### config.mk
export PLATFORM = sky130hd
export DESIGN_NAME = dcpr_port_route
export DESIGN_NICKNAME = d
export VERILOG_FILES = /design/src/rtl/dcpr_pin_sync.v /design/src/rtl/dcpr_port_route.v
export VERILOG_INCLUDE_DIRS = /design/src /design/src/inc
export SDC_FILE = /design/constraint.sdc
export NUM_CORES = 1
export LEC_CHECK = 0
export ABC_AREA = 1
export BUFFER_PORTS_ARGS = -buffer_cell sky130_fd_sc_hd__buf_4
export CAP_MARGIN = 40
export CORE_ASPECT_RATIO = 2
export CORE_MARGIN = 5
export CORE_UTILIZATION = 45
export CTS_BUF_LIST = sky130_fd_sc_hd__clkbuf_2
export DETAILED_ROUTE_END_ITERATION = 12
export PLACE_DENSITY = 0.95
export SETUP_SLACK_MARGIN = 0.02
export SYNTH_ARGS = -nofsm -noshare
export SYNTH_HDL_FRONTEND = slang
export SYNTH_SLANG_ARGS = --single-unit
### constraint.sdc
create_clock -name clk_i -period 2.4 [get_ports clk_i]
set_clock_uncertainty 0.05 [all_clocks]
set_input_delay 0 -clock clk_i [delete_from_list [all_inputs] [get_ports clk_i]]
set_output_delay 0 -clock clk_i [all_outputs]
set_load 0.02 [all_outputs]
### src/inc/dcpr_consts.vh
`ifndef DCPR_CONSTS_VH
`define DCPR_CONSTS_VH
// port b pin positions
`define DCPR_PIN_B_RX     3'h4
`define DCPR_PIN_A_RX     3'h5
`define DCPR_PIN_A_TX     3'h6
`define DCPR_PIN_B_TX     3'h7
// controller select address bit
`define DCPR_SEL_ADDR_BIT 8
// reset values of the controller selects
`define DCPR_SEL_A_RST    1'b1
`define DCPR_SEL_B_RST    1'b0
// segment address lines with and without a controller in use
`define DCPR_SEG_LIMITED  4'h4
`define DCPR_SEG_FULL     4'h8
// shared peripheral interrupt vectors
`define DCPR_IRQ_VECTORS  4
// identifier widths
`define DCPR_STD_ID_W     11
`define DCPR_EXT_ID_W     29
`endif

### src/rtl/dcpr_pin_sync.v
`timescale 1ns/1ps
module dcpr_pin_sync #(
    parameter WIDTH = 8
) (
    input  wire             clk_i,
    input  wire             rst_n_i,
    input  wire [WIDTH-1:0] pin_i,
    output reg  [WIDTH-1:0] level_o
);
    reg [WIDTH-1:0] s1_reg;
    reg [WIDTH-1:0] s2_reg;
    reg [WIDTH-1:0] s3_reg;
    // first stage read only by second; change taken once stages 2 and 3 agree
    always @(posedge clk_i or negedge rst_n_i)
    begin
        if (!rst_n_i)
        begin
            s1_reg  <= {WIDTH{1'b1}};
            s2_reg  <= {WIDTH{1'b1}};
            s3_reg  <= {WIDTH{1'b1}};
            level_o <= {WIDTH{1'b1}};
        end
        else
        begin
            s1_reg  <= pin_i;
            s2_reg  <= s1_reg;
            s3_reg  <= s2_reg;
            level_o <= (s2_reg & s3_reg) | (~(s2_reg ^ s3_reg) & s3_reg) |
                       (level_o & (s2_reg ^ s3_reg));
        end
    end
endmodule

### src/rtl/dcpr_port_route.v
`timescale 1ns/1ps
`include "dcpr_consts.vh"
// What this block does
// - both controllers handle 11-bit standard and 29-bit extended frames over these lines.
// - controllers share one register layout and are told apart by address bit 8, each with its own select.
// - controller a transmits on port b bit 6 and receives from bit 5.
// - in default mapping controller b transmits on bit 7 and receives from bit 4.
// - both controllers' interrupts merge onto the four shared peripheral interrupt lines.
// - after reset controller a is selected and controller b is not.
// - with any controller in use port b drives at most four segment address lines.
// - on one shared bus both controllers together give up to 64 message objects over joined lines.
// - both transmit outputs can be open drain under the port b open-drain register.
// - with pin sharing set both controllers receive from bit 5 and b's transmit joins a's on bit 6 while a is live, freeing bits 4 and 7.
// - the misc register is writable only while its access enable and the global enable are set.
// - with the two-wire enable set bits 4 and 7 become open-drain clock and data lines.
// - with the two-wire enable clear bit 4 returns to port control and bit 7 to port control or, while live and unshared, controller b transmit.
module dcpr_port_route #(
    parameter ADDR_W = 24
) (
    input  wire              clk_i,
    input  wire              rst_n_i,
    // cpu side
    input  wire [ADDR_W-1:0] addr_i,
    input  wire              periph_cs_i,
    input  wire              sel_wr_i,
    input  wire              sel_a_i,
    input  wire              sel_b_i,
    input  wire              misc_en_i,
    input  wire              global_en_i,
    input  wire              misc_wr_i,
    input  wire              pin_share_i,
    input  wire              two_wire_en_i,
    input  wire [7:0]        port_data_i,
    input  wire [7:0]        port_dir_i,
    input  wire [7:0]        port_od_i,
    input  wire [7:0]        seg_addr_i,
    // controller side
    input  wire              ctrl_a_tx_i,
    input  wire              ctrl_b_tx_i,
    input  wire [`DCPR_IRQ_VECTORS-1:0] ctrl_a_irq_i,
    input  wire [`DCPR_IRQ_VECTORS-1:0] ctrl_b_irq_i,
    input  wire [`DCPR_IRQ_VECTORS-1:0] other_irq_i,
    input  wire              tw_scl_i,
    input  wire              tw_sda_i,
    // pins
    input  wire [7:0]        pin_i,
    output reg  [7:0]        pin_o,
    output reg  [7:0]        pin_oe_n_o,
    // status and routed signals
    output reg               ctrl_a_rx_o,
    output reg               ctrl_b_rx_o,
    output reg               ctrl_a_cs_o,
    output reg               ctrl_b_cs_o,
    output reg               ctrl_a_on_o,
    output reg               ctrl_b_on_o,
    output reg               pin_share_o,
    output reg  [7:0]        seg_addr_o,
    output reg  [3:0]        seg_lines_o,
    output reg  [`DCPR_IRQ_VECTORS-1:0] irq_o,
    output reg               tw_scl_o,
    output reg               tw_sda_o
);
    // reset release
    reg        rst_s1_reg;
    reg        rst_s2_reg;
    wire       rst_n;
    // select and misc state
    reg        sel_a_reg;
    reg        sel_b_reg;
    reg        share_reg;
    wire       live_a;
    wire       live_b;
    // pad and interrupt drive
    wire [7:0] pin_lvl;
    reg  [7:0] port_oe_n;
    reg  [7:0] pin_next;
    reg  [7:0] oe_n_next;
    reg        tx_a_eff;
    reg        tx_b_eff;
    reg        in_use;
    reg  [`DCPR_IRQ_VECTORS-1:0] irq_next;
    integer    i;
    integer    v;

    // reset release through two flops
    // release is synchronous so every flop leaves reset on one edge
    always @(posedge clk_i or negedge rst_n_i)
    begin
        if (!rst_n_i)
        begin
            rst_s1_reg <= 1'b0;
            rst_s2_reg <= 1'b0;
        end
        else
        begin
            rst_s1_reg <= 1'b1;
            rst_s2_reg <= rst_s1_reg;
        end
    end
    assign rst_n = rst_s2_reg;

    dcpr_pin_sync #(
        .WIDTH (8)
    ) u_sync (
        .clk_i   (clk_i),
        .rst_n_i (rst_n),
        .pin_i   (pin_i),
        .level_o (pin_lvl)
    );

    // open-drain drive: low pulls, high releases
    function [1:0] od_drive;
        input val;
        begin
            od_drive = val ? 2'b11 : 2'b00;
        end
    endfunction

    // controller transmit onto a pad, push-pull or open drain
    function [1:0] tx_drive;
        input tx;
        input od;
        begin
            if (od)
                tx_drive = od_drive(tx);
            else
                tx_drive = {tx, 1'b0};
        end
    endfunction

    // a controller counts only once the global enable is up
    function ctrl_live;
        input glob;
        input sel;
        begin
            ctrl_live = glob & sel;
        end
    endfunction

    assign live_a = ctrl_live(global_en_i, sel_a_reg);
    assign live_b = ctrl_live(global_en_i, sel_b_reg);

    // selects only change while global enable is clear
    always @(posedge clk_i or negedge rst_n)
    begin
        if (!rst_n)
        begin
            sel_a_reg <= `DCPR_SEL_A_RST;
            sel_b_reg <= `DCPR_SEL_B_RST;
        end
        else if (sel_wr_i && !global_en_i)
        begin
            sel_a_reg <= sel_a_i;
            sel_b_reg <= sel_b_i;
        end
    end

    // misc register; a refused write leaves no trace
    always @(posedge clk_i or negedge rst_n)
    begin
        if (!rst_n)
            share_reg <= 1'b0;
        // misc write gated by both enables
        else if (misc_wr_i && misc_en_i && global_en_i)
            share_reg <= pin_share_i;
    end

    // effective transmit levels and segment use
    always @*
    begin
        in_use   = live_a | live_b;
        tx_a_eff = share_reg ? (ctrl_a_tx_i & ctrl_b_tx_i) : ctrl_a_tx_i;
        tx_b_eff = ctrl_b_tx_i;
    end

    // port registers alone, before any alternate function
    always @*
    begin
        port_oe_n = 8'hFF;
        for (i = 0; i < 8; i = i + 1)
        begin
            if (port_dir_i[i])
            begin
                // port open drain releases on one
                if (port_od_i[i])
                    port_oe_n[i] = port_data_i[i];
                else
                    port_oe_n[i] = 1'b0;
            end
        end
    end

    always @*
    begin
        pin_next  = port_data_i;
        oe_n_next = port_oe_n;
        // controller a transmit on bit 6
        // open drain per port b register
        if (live_a && port_dir_i[`DCPR_PIN_A_TX])
            {pin_next[`DCPR_PIN_A_TX], oe_n_next[`DCPR_PIN_A_TX]} =
                tx_drive(tx_a_eff, port_od_i[`DCPR_PIN_A_TX]);
        // controller b transmit on bit 7 unless shared
        if (live_b && !share_reg && port_dir_i[`DCPR_PIN_B_TX])
            {pin_next[`DCPR_PIN_B_TX], oe_n_next[`DCPR_PIN_B_TX]} =
                tx_drive(tx_b_eff, port_od_i[`DCPR_PIN_B_TX]);
        // two-wire takes bits 4 and 7 as open drain
        // two-wire wins over controller b on bit 7
        if (two_wire_en_i)
        begin
            {pin_next[`DCPR_PIN_B_RX], oe_n_next[`DCPR_PIN_B_RX]} = od_drive(tw_scl_i);
            {pin_next[`DCPR_PIN_B_TX], oe_n_next[`DCPR_PIN_B_TX]} = od_drive(tw_sda_i);
        end
        // otherwise port registers or controller b transmit govern, set above
    end

    // per-vector merge of both controllers and others
    always @*
    begin
        irq_next = other_irq_i;
        for (v = 0; v < `DCPR_IRQ_VECTORS; v = v + 1)
        begin
            // a deselected controller must not reach the vectors
            if ((live_a && ctrl_a_irq_i[v]) || (live_b && ctrl_b_irq_i[v]))
                irq_next[v] = 1'b1;
        end
    end

    // pad drive, kept apart so the pins see one clean flop stage
    always @(posedge clk_i or negedge rst_n)
    begin
        if (!rst_n)
        begin
            // all pads released while in reset
            pin_o      <= 8'hFF;
            pin_oe_n_o <= 8'hFF;
            tw_scl_o   <= 1'b1;
            tw_sda_o   <= 1'b1;
        end
        else
        begin
            pin_o      <= pin_next;
            pin_oe_n_o <= oe_n_next;
            // two-wire reads back its own lines
            tw_scl_o   <= two_wire_en_i ? pin_lvl[`DCPR_PIN_B_RX] : 1'b1;
            tw_sda_o   <= two_wire_en_i ? pin_lvl[`DCPR_PIN_B_TX] : 1'b1;
        end
    end

    // receive routing; recessive in reset so no false start follows
    always @(posedge clk_i or negedge rst_n)
    begin
        if (!rst_n)
        begin
            ctrl_a_rx_o <= 1'b1;
            ctrl_b_rx_o <= 1'b1;
            pin_share_o <= 1'b0;
        end
        else
        begin
            // controller a receive from bit 5
            ctrl_a_rx_o <= pin_lvl[`DCPR_PIN_A_RX];
            // b receives bit 4 by default
            // shared pins feed bit 5 to both
            ctrl_b_rx_o <= share_reg ? pin_lvl[`DCPR_PIN_A_RX] : pin_lvl[`DCPR_PIN_B_RX];
            // sharing frees bits 4 and 7
            pin_share_o <= share_reg;
        end
    end

    // cpu side selects, segment lines and interrupts
    always @(posedge clk_i or negedge rst_n)
    begin
        if (!rst_n)
        begin
            ctrl_a_cs_o <= 1'b0;
            ctrl_b_cs_o <= 1'b0;
            ctrl_a_on_o <= 1'b0;
            ctrl_b_on_o <= 1'b0;
            seg_addr_o  <= 8'h00;
            seg_lines_o <= `DCPR_SEG_FULL;
            irq_o       <= {`DCPR_IRQ_VECTORS{1'b0}};
        end
        else
        begin
            // address bit 8 picks the controller
            // selects stay low until the global enable is up
            ctrl_a_cs_o <= periph_cs_i & live_a & ~addr_i[`DCPR_SEL_ADDR_BIT];
            ctrl_b_cs_o <= periph_cs_i & live_b & addr_i[`DCPR_SEL_ADDR_BIT];
            // controllers active carry both frame formats
            ctrl_a_on_o <= live_a;
            ctrl_b_on_o <= live_b;
            // upper segment lines dropped while in use
            seg_addr_o  <= in_use ? {4'h0, seg_addr_i[3:0]} : seg_addr_i;
            seg_lines_o <= in_use ? `DCPR_SEG_LIMITED : `DCPR_SEG_FULL;
            irq_o       <= irq_next;
        end
    end
endmodule

; ---- After elaboration in Yosys (flattened, before gate mapping)
; Index checks and enable logic that the tools add are counted.
; Widths: inputs -> output; s select.
[classes]
n_reduce_logical = 20
muxes = 40
bitwise_logic = 16
[ops]
columns = op, n
row1 = $mux 1, 32
row2 = $and 8x8->8, 3
row3 = $or 8x8->8, 2
row4 = $logic_and 1x1->1, 14
row5 = $mux 2, 6
row6 = $mux 8, 1
row7 = $not 8->8, 1
row8 = $xor 8x8->8, 1
row9 = $and 1x1->1, 7
row10 = $logic_or 1x1->1, 4
row11 = $mux 4, 1
row12 = $logic_not 1->1, 2
row13 = $not 1->1, 1
row14 = $or 1x1->1, 1
[word_totals]
in_bits = 91
ff_bits = 78
out_inout_bits = 41

; ---- Logic depth before layout (Yosys ltp)
; Gate-level depths: netlist of run 1.
[depth]
depth_word = 5
mapped_depth = 6
depth_no_buf = 6

; ---- Cells and area by module
; From an unflattened synthesis of run 1, not the netlist that was laid out.
[unflattened]
cells_unflattened = 200
area_unflattened_um2 = 2565.0
[by_module_without_submodules]
columns = mod, cells_per_inst, area_each_um2, n_inst
row1 = dcpr_port_route, 136, 1534.0, 1
row2 = dcpr_pin_sync, 64, 1031.0, 1

; ---- Least setup slack after synthesis of run 1
; Ideal clock, no wire load.
[synth_timing]
kind = register to register
start = register u_sync.s2_reg[4]
end = register u_sync.level_o[4]
setup_slack_ps = 1390
stages_incl_launch_ff = 3
period_less_slack_ps = 1010
arrival_time_ps = 883
cell_sequence = dfstp_2 > ha_1 > a21o_1
[synth_via]
elab_chain_len = 5
elab_cells_between_ends = 7
cone_classes = 7 x bitwise
[synth_lines]
columns = item, line
row1 = "start, declared", dcpr_pin_sync.v:11  ; reg [WIDTH-1:0] s2_reg;
row2 = "start signal, assigned", dcpr_pin_sync.v:19  ; s2_reg <= {WIDTH{1'b1}};
row3 = "start signal, assigned", dcpr_pin_sync.v:26  ; s2_reg <= s1_reg;
row4 = $xor 8x8->8, "dcpr_pin_sync.v:28, dcpr_pin_sync.v:29"
row5 = $not 8->8, dcpr_pin_sync.v:28  ; level_o <= (s2_reg & s3_reg) | (~(s2_reg ^ s3_reg) & s3_reg) |
row6 = $and 8x8->8, dcpr_pin_sync.v:28
row7 = $or 8x8->8, dcpr_pin_sync.v:28
row8 = $or 8x8->8 *, dcpr_pin_sync.v:28
row9 = "end signal, assigned", dcpr_pin_sync.v:21  ; level_o <= {WIDTH{1'b1}};
row10 = "end signal, assigned", dcpr_pin_sync.v:28
row11 = "end, declared", dcpr_pin_sync.v:8  ; output reg [WIDTH-1:0] level_o
; Every way passes the cells marked *; elsewhere a longest branch is shown, timed or not.
; A chain may end at the register's enable or synchronous reset.

; ---- Worst setup path after layout of run 1
[layout_timing]
start = input port port_od_i[7]
end = register pin_oe_n_o[7]
[layout_via]
elab_chain_len = 4
elab_cells_between_ends = 5
cone_classes = 5 x mux
[layout_lines]
columns = item, line
row1 = "start, declared", dcpr_port_route.v:35  ; input wire [7:0] port_od_i,
row2 = $mux 1, dcpr_port_route.v:185  ; if (port_od_i[i])
row3 = $mux 1, dcpr_port_route.v:182  ; if (port_dir_i[i])
row4 = $mux 1 *, dcpr_port_route.v:203  ; if (live_b && !share_reg && port_dir_i[`DCPR_PIN_B_TX])
row5 = $mux 1 *, dcpr_port_route.v:208  ; if (two_wire_en_i)
row6 = named net oe_n_next[7], dcpr_port_route.v:77  ; reg [7:0] oe_n_next;
row7 = "end signal, assigned", dcpr_port_route.v:242  ; pin_oe_n_o <= oe_n_next;
row8 = "end, declared", dcpr_port_route.v:48  ; output reg [7:0] pin_oe_n_o,
; The timed path passes the listed nets; every way through them passes the cells marked *.

==> results of run 1 <==
## layout by cell type, fill, tap and decap left out
cell             n
nor2_1           7
dlygate4sd3_1   70
nand2_2          2
o21ai_0          4
or2_2            1
a21o_1           3
diode_2          3
nor2_2           1
dfrtp_1         21
inv_1           13
nand3b_1         4
ha_1             3
conb_1           3
dfstp_2         34
buf_4          102
nand2_1         41
clkinv_1         1
nand3_1          9
a21oi_1          2
a21boi_1         1
clkbuf_2         6
inv_2            1
clkinv_2         1
dfrtp_2          1
o211ai_1         1
clkinvlp_4       1
## timing repair
item | CTS | global route
endpoints found under the hold margin | 44 | 0
resized for setup | 0 | 1
buffers inserted | 0 | 0
setup endpoints to repair | 0 | 1
hold buffers | 70 | 0
## routing by layer
metal / share of wire / vias up
li1: - / 832
met4: 0.060 / 0
met1: 0.31 / 845
met2: 0.58 / 76
met5: 0 / -
met3: 0.050 / 27
## cell type report
| class | count | area [um^2] | area share |
|---|---|---|---|
| antenna | 3 | 7.51 | 0.00216 |
| timing repair buffer | 172 | 1470 | 0.421 |
| tap | 52 | 65.1 | 0.0187 |
| clock buffer | 6 | 30.0 | 0.00863 |
| clock inverter | 2 | 11.3 | 0.00324 |
| sequential | 56 | 1450 | 0.415 |
| multi-input combinational | 82 | 397 | 0.114 |
| inverter | 15 | 57.6 | 0.0165 |
## worst min path at each step
stage,startpoint,end,slack [ns],depth (start not counted)
after detailed placement,rst_n_i,rst_s1_reg$_DFF_PN0_,-0.26,1
final,pin_i[4],u_sync.s1_reg[4]$_DFF_PN1_,0.15,2
after global routing,port_data_i[0],pin_o[0]$_DFF_PN1_,0.12,2
after global placement,rst_n_i,rst_s1_reg$_DFF_PN0_,-0.27,1
after floorplan,rst_n_i,rst_n$_DFF_PN0_,-0.35,0
after CTS,pin_i[4],u_sync.s1_reg[4]$_DFF_PN1_,0.11,2
## worst max-delay path, stage by stage
cell	delay [ns]
dlygate4sd3_1	0.54
buf_4	0.14
nand2_1	0.05
dlygate4sd3_1	0.55
nand3_1	0.07
dlygate4sd3_1	0.56
nand3_1	0.08
dlygate4sd3_1	0.55
nand2_1	0.06
## synthesized netlist by cell type
master | n | area (um^2)
nor2_2 | 1 | 6.26
inv_1 | 13 | 48.8
nand3b_1 | 4 | 30.0
nand2_2 | 2 | 12.5
conb_1 | 2 | 7.51
or2_2 | 1 | 6.26
a21o_1 | 3 | 22.5
dfrtp_1 | 22 | 551
ha_1 | 3 | 37.5
buf_4 | 2 | 15.0
dfstp_2 | 34 | 893
nor2_1 | 7 | 26.3
nand3_1 | 9 | 45.0
o211ai_1 | 1 | 7.51
inv_2 | 1 | 3.75
clkinv_2 | 1 | 5.00
nand2_1 | 41 | 154
a21oi_1 | 2 | 10.0
a21boi_0 | 1 | 7.51
o21ai_0 | 4 | 20.0
## per-stage QoR
stage / util / power, mW / hold WS (ns)
5_1_grt: 0.842 / 1.97 / 0.119
3_3_place_gp: 0.661 / 1.42 / -0.267
2_1_floorplan: - / 1.25 / -0.346
4_1_cts: 0.841 / 1.88 / 0.113
3_5_place_dp: 0.661 / 1.44 / -0.263
6_report: 0.843 / 1.88 / 0.147
## power by group through the flow
| stage | logic, mW | registers (mW) | clock network (mW) |
|---|---|---|---|
| final | 0.450 | 1.09 | 0.342 |
| after global routing | 0.483 | 1.10 | 0.384 |
| after CTS | 0.441 | 1.09 | 0.352 |
| after detailed placement | 0.333 | 1.11 | 0 |
| after global placement | 0.323 | 1.10 | 0 |
| after floorplan | 0.0692 | 1.18 | 0 |
## logic make-up after synthesis
logic type                 Yosys count  share of synthesized area
other                                2                    0.00393
buffers and inverters               17                     0.0380
adders and majority gates            3                     0.0197
AOI/OAI and AO/OA                   11                     0.0354
and+or+nand+nor                     65                      0.147
DFF                                 56                      0.756
==> impl_metrics.csv, run 1 <==
group,metric,value,unit
worst_setup_path,critPathKind,"in -> reg",
power,seqPwrFrac,0.579,
place,gp_congestion,0.737,
cts,clock_latency,0.42,ns
power,peakVddDrop,0.000493,V
timing,setup_ws,0.151,ns
cells_and_area,fillCellCount,222,
floorplan,rows,33,
place,placedCellCount,307,
yosys,synth.distinct_cells,20,
cts,clockBufferDepth,2,
timing,rsz0062_at_grt,"no",
worst_setup_path,r2r-end,"pin_oe_n_o[6]$_DFF_PN1_",
power,p_leak,1.72,nW
cells_and_area,syn2layout_area_growth,82.2,%
routing,drtIter0Drc,12,
cts,cts_root_buf,"clkbuf_2",
place,post-place-ws,1.27,ns
power,power_density,541,nW/um^2
floorplan,start_util,0.462,
global_routing,grt_pass1_wl,9340,um
cts,clkSlewWorstSetupHoldPaths,0.25,ns
cells_and_area,stdcell_count,388,
yosys,ys_seq_elements,56,
timing,tns,0,ns
min_path,min_path_type,"in -> reg",
floorplan,die_area,5720,um^2
worst_setup_path,crit_arrival,2.59,ns
worst_setup_path,cp-start-kind,"primary input",
floorplan,die_y,102,um
global_routing,grt_use_met1,0.214,
timing,finalSetupViolCount,0,
global_routing,grt_overflow_total,0,
place,port_buffers,101,
yosys,synth.cell_area,1910,um^2
global_routing,grt_use_met2,0.402,
global_routing,grt_max_degree,29,
yosys,synth_warnings,0,
global_routing,grt_busiest_layer,"met2",
global_routing,grt_pass1_vias,1991,
cells_and_area,reg_top3,"pin_o (8), pin_oe_n_o (8), seg_addr_o (8)",
routing,routed_wl,5830,um
timing,timing.fmax,445,MHz
yosys,synth_area_per_cell,12.4,um^2
timing,finalMaxSlewViolations,0,
place,post-dp-hpwl,3490,um
run,drv_cap,0,
timing,relSlewSlack,0.637,
global_routing,use_met3,0.0379,
timing,finalHoldViolCount,0,
global_routing,track_usage,0.216,
cts,cts_tree,"yes",
worst_setup_path,crit_path_end_kind,"register",
routing,via_per_inst,4.59,
power,p_switching,0.508,mW
cells_and_area,nets,426,
floorplan,pin_count,132,
cells_and_area,stdcell_area,3480,um^2
power,p_clk_frac,0.182,
worst_setup_path,cp.required,2.74,ns
yosys,ys_seq_area_frac,0.756,
routing,final_antenna_net_count,0,
cells_and_area,drive_gt1_frac,0.450,
floorplan,fp.coreArea,4130,um^2
routing,vias,1780,
power,p_comb_frac,0.239,
timing,worst_pin_slew,0.545,ns
worst_setup_path,r2r_start,"sel_a_reg$_DFFE_PN1P_",
timing,finalCritPeriodShare,0.937,
outcome,status,"completed",
cts,cts_made_buffers,5,
worst_setup_path,critPathLaunch,"port_od_i[7]",
cts,htree_levels,2,
cts,clock-sinks,56,
routing,drt-wirelength-per-cell,15.0,um
yosys,synthesis.instances,154,
worst_setup_path,endpoint,"pin_oe_n_o[7]$_DFF_PN1_",
routing,drc_errors,0,
global_routing,antenna_found_initial,2,
power,p_int,1.38,mW
worst_setup_path,r2r_cells,6,
worst_setup_path,crit_fanout,2,
routing,drt_first_pass_iters,4,
worst_setup_path,reg2reg_setup_slack,0.16,ns
power,switching_share,0.270,
place,place_area,2730,um^2
floorplan,die_x,56.1,um
timing,final.min_clock_period,2.25,ns
Power figures use the tool's default switching activity.
==> inputs of run 2 (changes only) <==
==> constraint.sdc (replaced) <==
create_clock -name clk_i -period 2.4 [get_ports clk_i]
set_clock_uncertainty 0.05 [all_clocks]
set_input_delay 0.48 -clock clk_i [delete_from_list [all_inputs] [get_ports clk_i]]
set_output_delay 0.48 -clock clk_i [all_outputs]
set_load 0.02 [all_outputs]
==> impl_metrics.csv, run 2 (synthesis results as in run 1) <==
group,metric,value,unit
cells_and_area,drive_gt1_frac,0.561,
global_routing,grt_overflow_total,0,
timing,finalCritPeriodShare,0.704,
timing,setup_ws,0.709,ns
timing,timing.hold.ws,0.0668,ns
floorplan,rows,33,
worst_setup_path,critical-path-slowest-cell,"dfstp_2",
cts,clock_latency,0.43,ns
worst_setup_path,crit_family,"flip-flops",
cells_and_area,multi_input_area,397,um^2
routing,routed_wl,4370,um
place,post-dp-hpwl,3570,um
cells_and_area,regArea,1450,um^2
cts,htree_levels,2,
timing,finalMaxSlewViolations,0,
floorplan,die_y,102,um
cells_and_area,syn2layout_area_growth,48.6,%
worst_setup_path,crit_arrival,1.16,ns
worst_setup_path,cp-start-kind,"register",
place,placedCellCount,307,
cells_and_area,stdcell_count,321,
worst_setup_path,worst-path-buf-inv,1,
cells_and_area,final_cell_mix,"buf_4 (102), nand2_1 (41), dfstp_2 (34)",
min_path,min_path_type,"in -> reg",
cells_and_area,reg_top3,"pin_o (8), pin_oe_n_o (8), seg_addr_o (8)",
place,port_buffers,101,
cts,clock-sinks,56,
global_routing,grt_pass1_vias,1489,
place,post-place-ws,1.14,ns
cells_and_area,antenna_cells,0,
worst_setup_path,cp.required,1.87,ns
outcome,status,"completed",
routing,vias,1458,
timing,rsz0062_at_grt,"no",
floorplan,die_x,56.1,um
floorplan,pin_count,132,
global_routing,grt_pass1_wl,6670,um
routing,drc_errors,0,
run,drv_cap,0,
cts,cts_tree,"yes",
floorplan,die_area,5720,um^2
cts,cts_root_buf,"clkbuf_2",
routing,drtIter0Drc,12,
cells_and_area,nets,362,
timing,finalHoldViolCount,0,
cts,clockBufferDepth,2,
timing,tns,0,ns
floorplan,start_util,0.462,
power,peakVddDrop,0.000407,V
global_routing,track_usage,0.155,
timing,worst_pin_slew,0.534,ns
routing,via_per_inst,4.54,
timing,timing.fmax,591,MHz
power,power_density,627,nW/um^2
floorplan,fp.coreArea,4130,um^2
routing,drt-wirelength-per-cell,13.6,um
timing,relSlewSlack,0.644,
worst_setup_path,max_stage_delay,0.59,ns
routing,final_antenna_net_count,0,
place,gp_congestion,0.735,
cts,clkSlewWorstSetupHoldPaths,0.27,ns
routing,drt_first_pass_iters,2,
cells_and_area,fillCellCount,332,
worst_setup_path,cp_cell_sequence,"buf_4",
timing,final.min_clock_period,1.69,ns
worst_setup_path,crit_fanout,1,
power,p_leak,1.46,nW
global_routing,antenna_found_initial,0,
cts,cts_setup_buffers,0,
timing,finalSetupViolCount,0,
cells_and_area,final_common_cell,"buf_4",
global_routing,grt_max_degree,29,
worst_setup_path,crit_path_end_kind,"primary output",
cts,cts_made_buffers,5,
worst_setup_path,critPathKind,"reg -> out",
[run 2: cell types whose count changed in the layout (fill, tap and decap cells not counted)]
cell           previous run  this run
dlygate4sd3_1            70         6
diode_2                   3         0
a21boi_0                  0         1
a21boi_1                  1         0
clkbuf_2                  6         5
clkinv_1                  1         0
clkinv_2                  1         2
inv_6                     0         1
[run 2: metrics by stage]
| step | area, um^2 | utilization | total power [mW] |
|---|---|---|---|
| final | 2840 | 0.687 | 1.78 |
| after global routing | 2840 | 0.687 | 1.87 |
| after CTS | 2790 | 0.675 | 1.80 |
| after detailed placement | 2730 | 0.661 | 1.44 |
| after global placement | 2730 | 0.661 | 1.42 |
| after floorplan | 1910 | - | 1.25 |
[run 2: final cells by class]
type / instances / area share
tap: 52 / 0.0229
sequential: 56 / 0.509
multi-input combinational: 82 / 0.140
inverter: 15 / 0.0203
clock inverter: 3 / 0.00750
clock buffer: 5 / 0.00882
timing repair buffer: 108 / 0.291
[run 2: what timing repair did]
action                    4_1_cts  5_1_grt
hold buffers                    1        5
resized for setup               0        0
hold endpoints to repair        2        5
[run 2: final timing paths]
path	startpoint	to	slack, ns	depth (start not counted)
worst min register to register	rst_n$_DFF_PN0_	seg_addr_o[3]$_DFF_PN0_	0.21	0
min in group asynchronous	rst_n$_DFF_PN0_	seg_addr_o[3]$_DFF_PN0_	0.21	0
worst max register to register	share_reg$_DFFE_PN0P_	pin_oe_n_o[7]$_DFF_PN1_	1.23	5
worst max-delay path	pin_oe_n_o[3]$_DFF_PN1_	pin_oe_n_o[3]	0.71	1
worst min-delay path	port_dir_i[0]	pin_oe_n_o[0]$_DFF_PN1_	0.07	2
max in group asynchronous	rst_n$_DFF_PN0_	u_sync.s1_reg[7]$_DFF_PN1_	1.26	1
[run 2: power by group]
group | switching (mW) | internal [mW]
Clock | 0.278 | 0.0738
Combinational | 0.171 | 0.167
Sequential | 0.0368 | 1.05
Total | 0.485 | 1.29
[run 2: metal layers]
layer	track usage	vias to the layer above	share of wire
met3	0.0329	15	0.056
met4	0.104	0	0.049
li1	-	700	-
met1	0.142	685	0.31
met2	0.296	58	0.59
met5	0	-	0
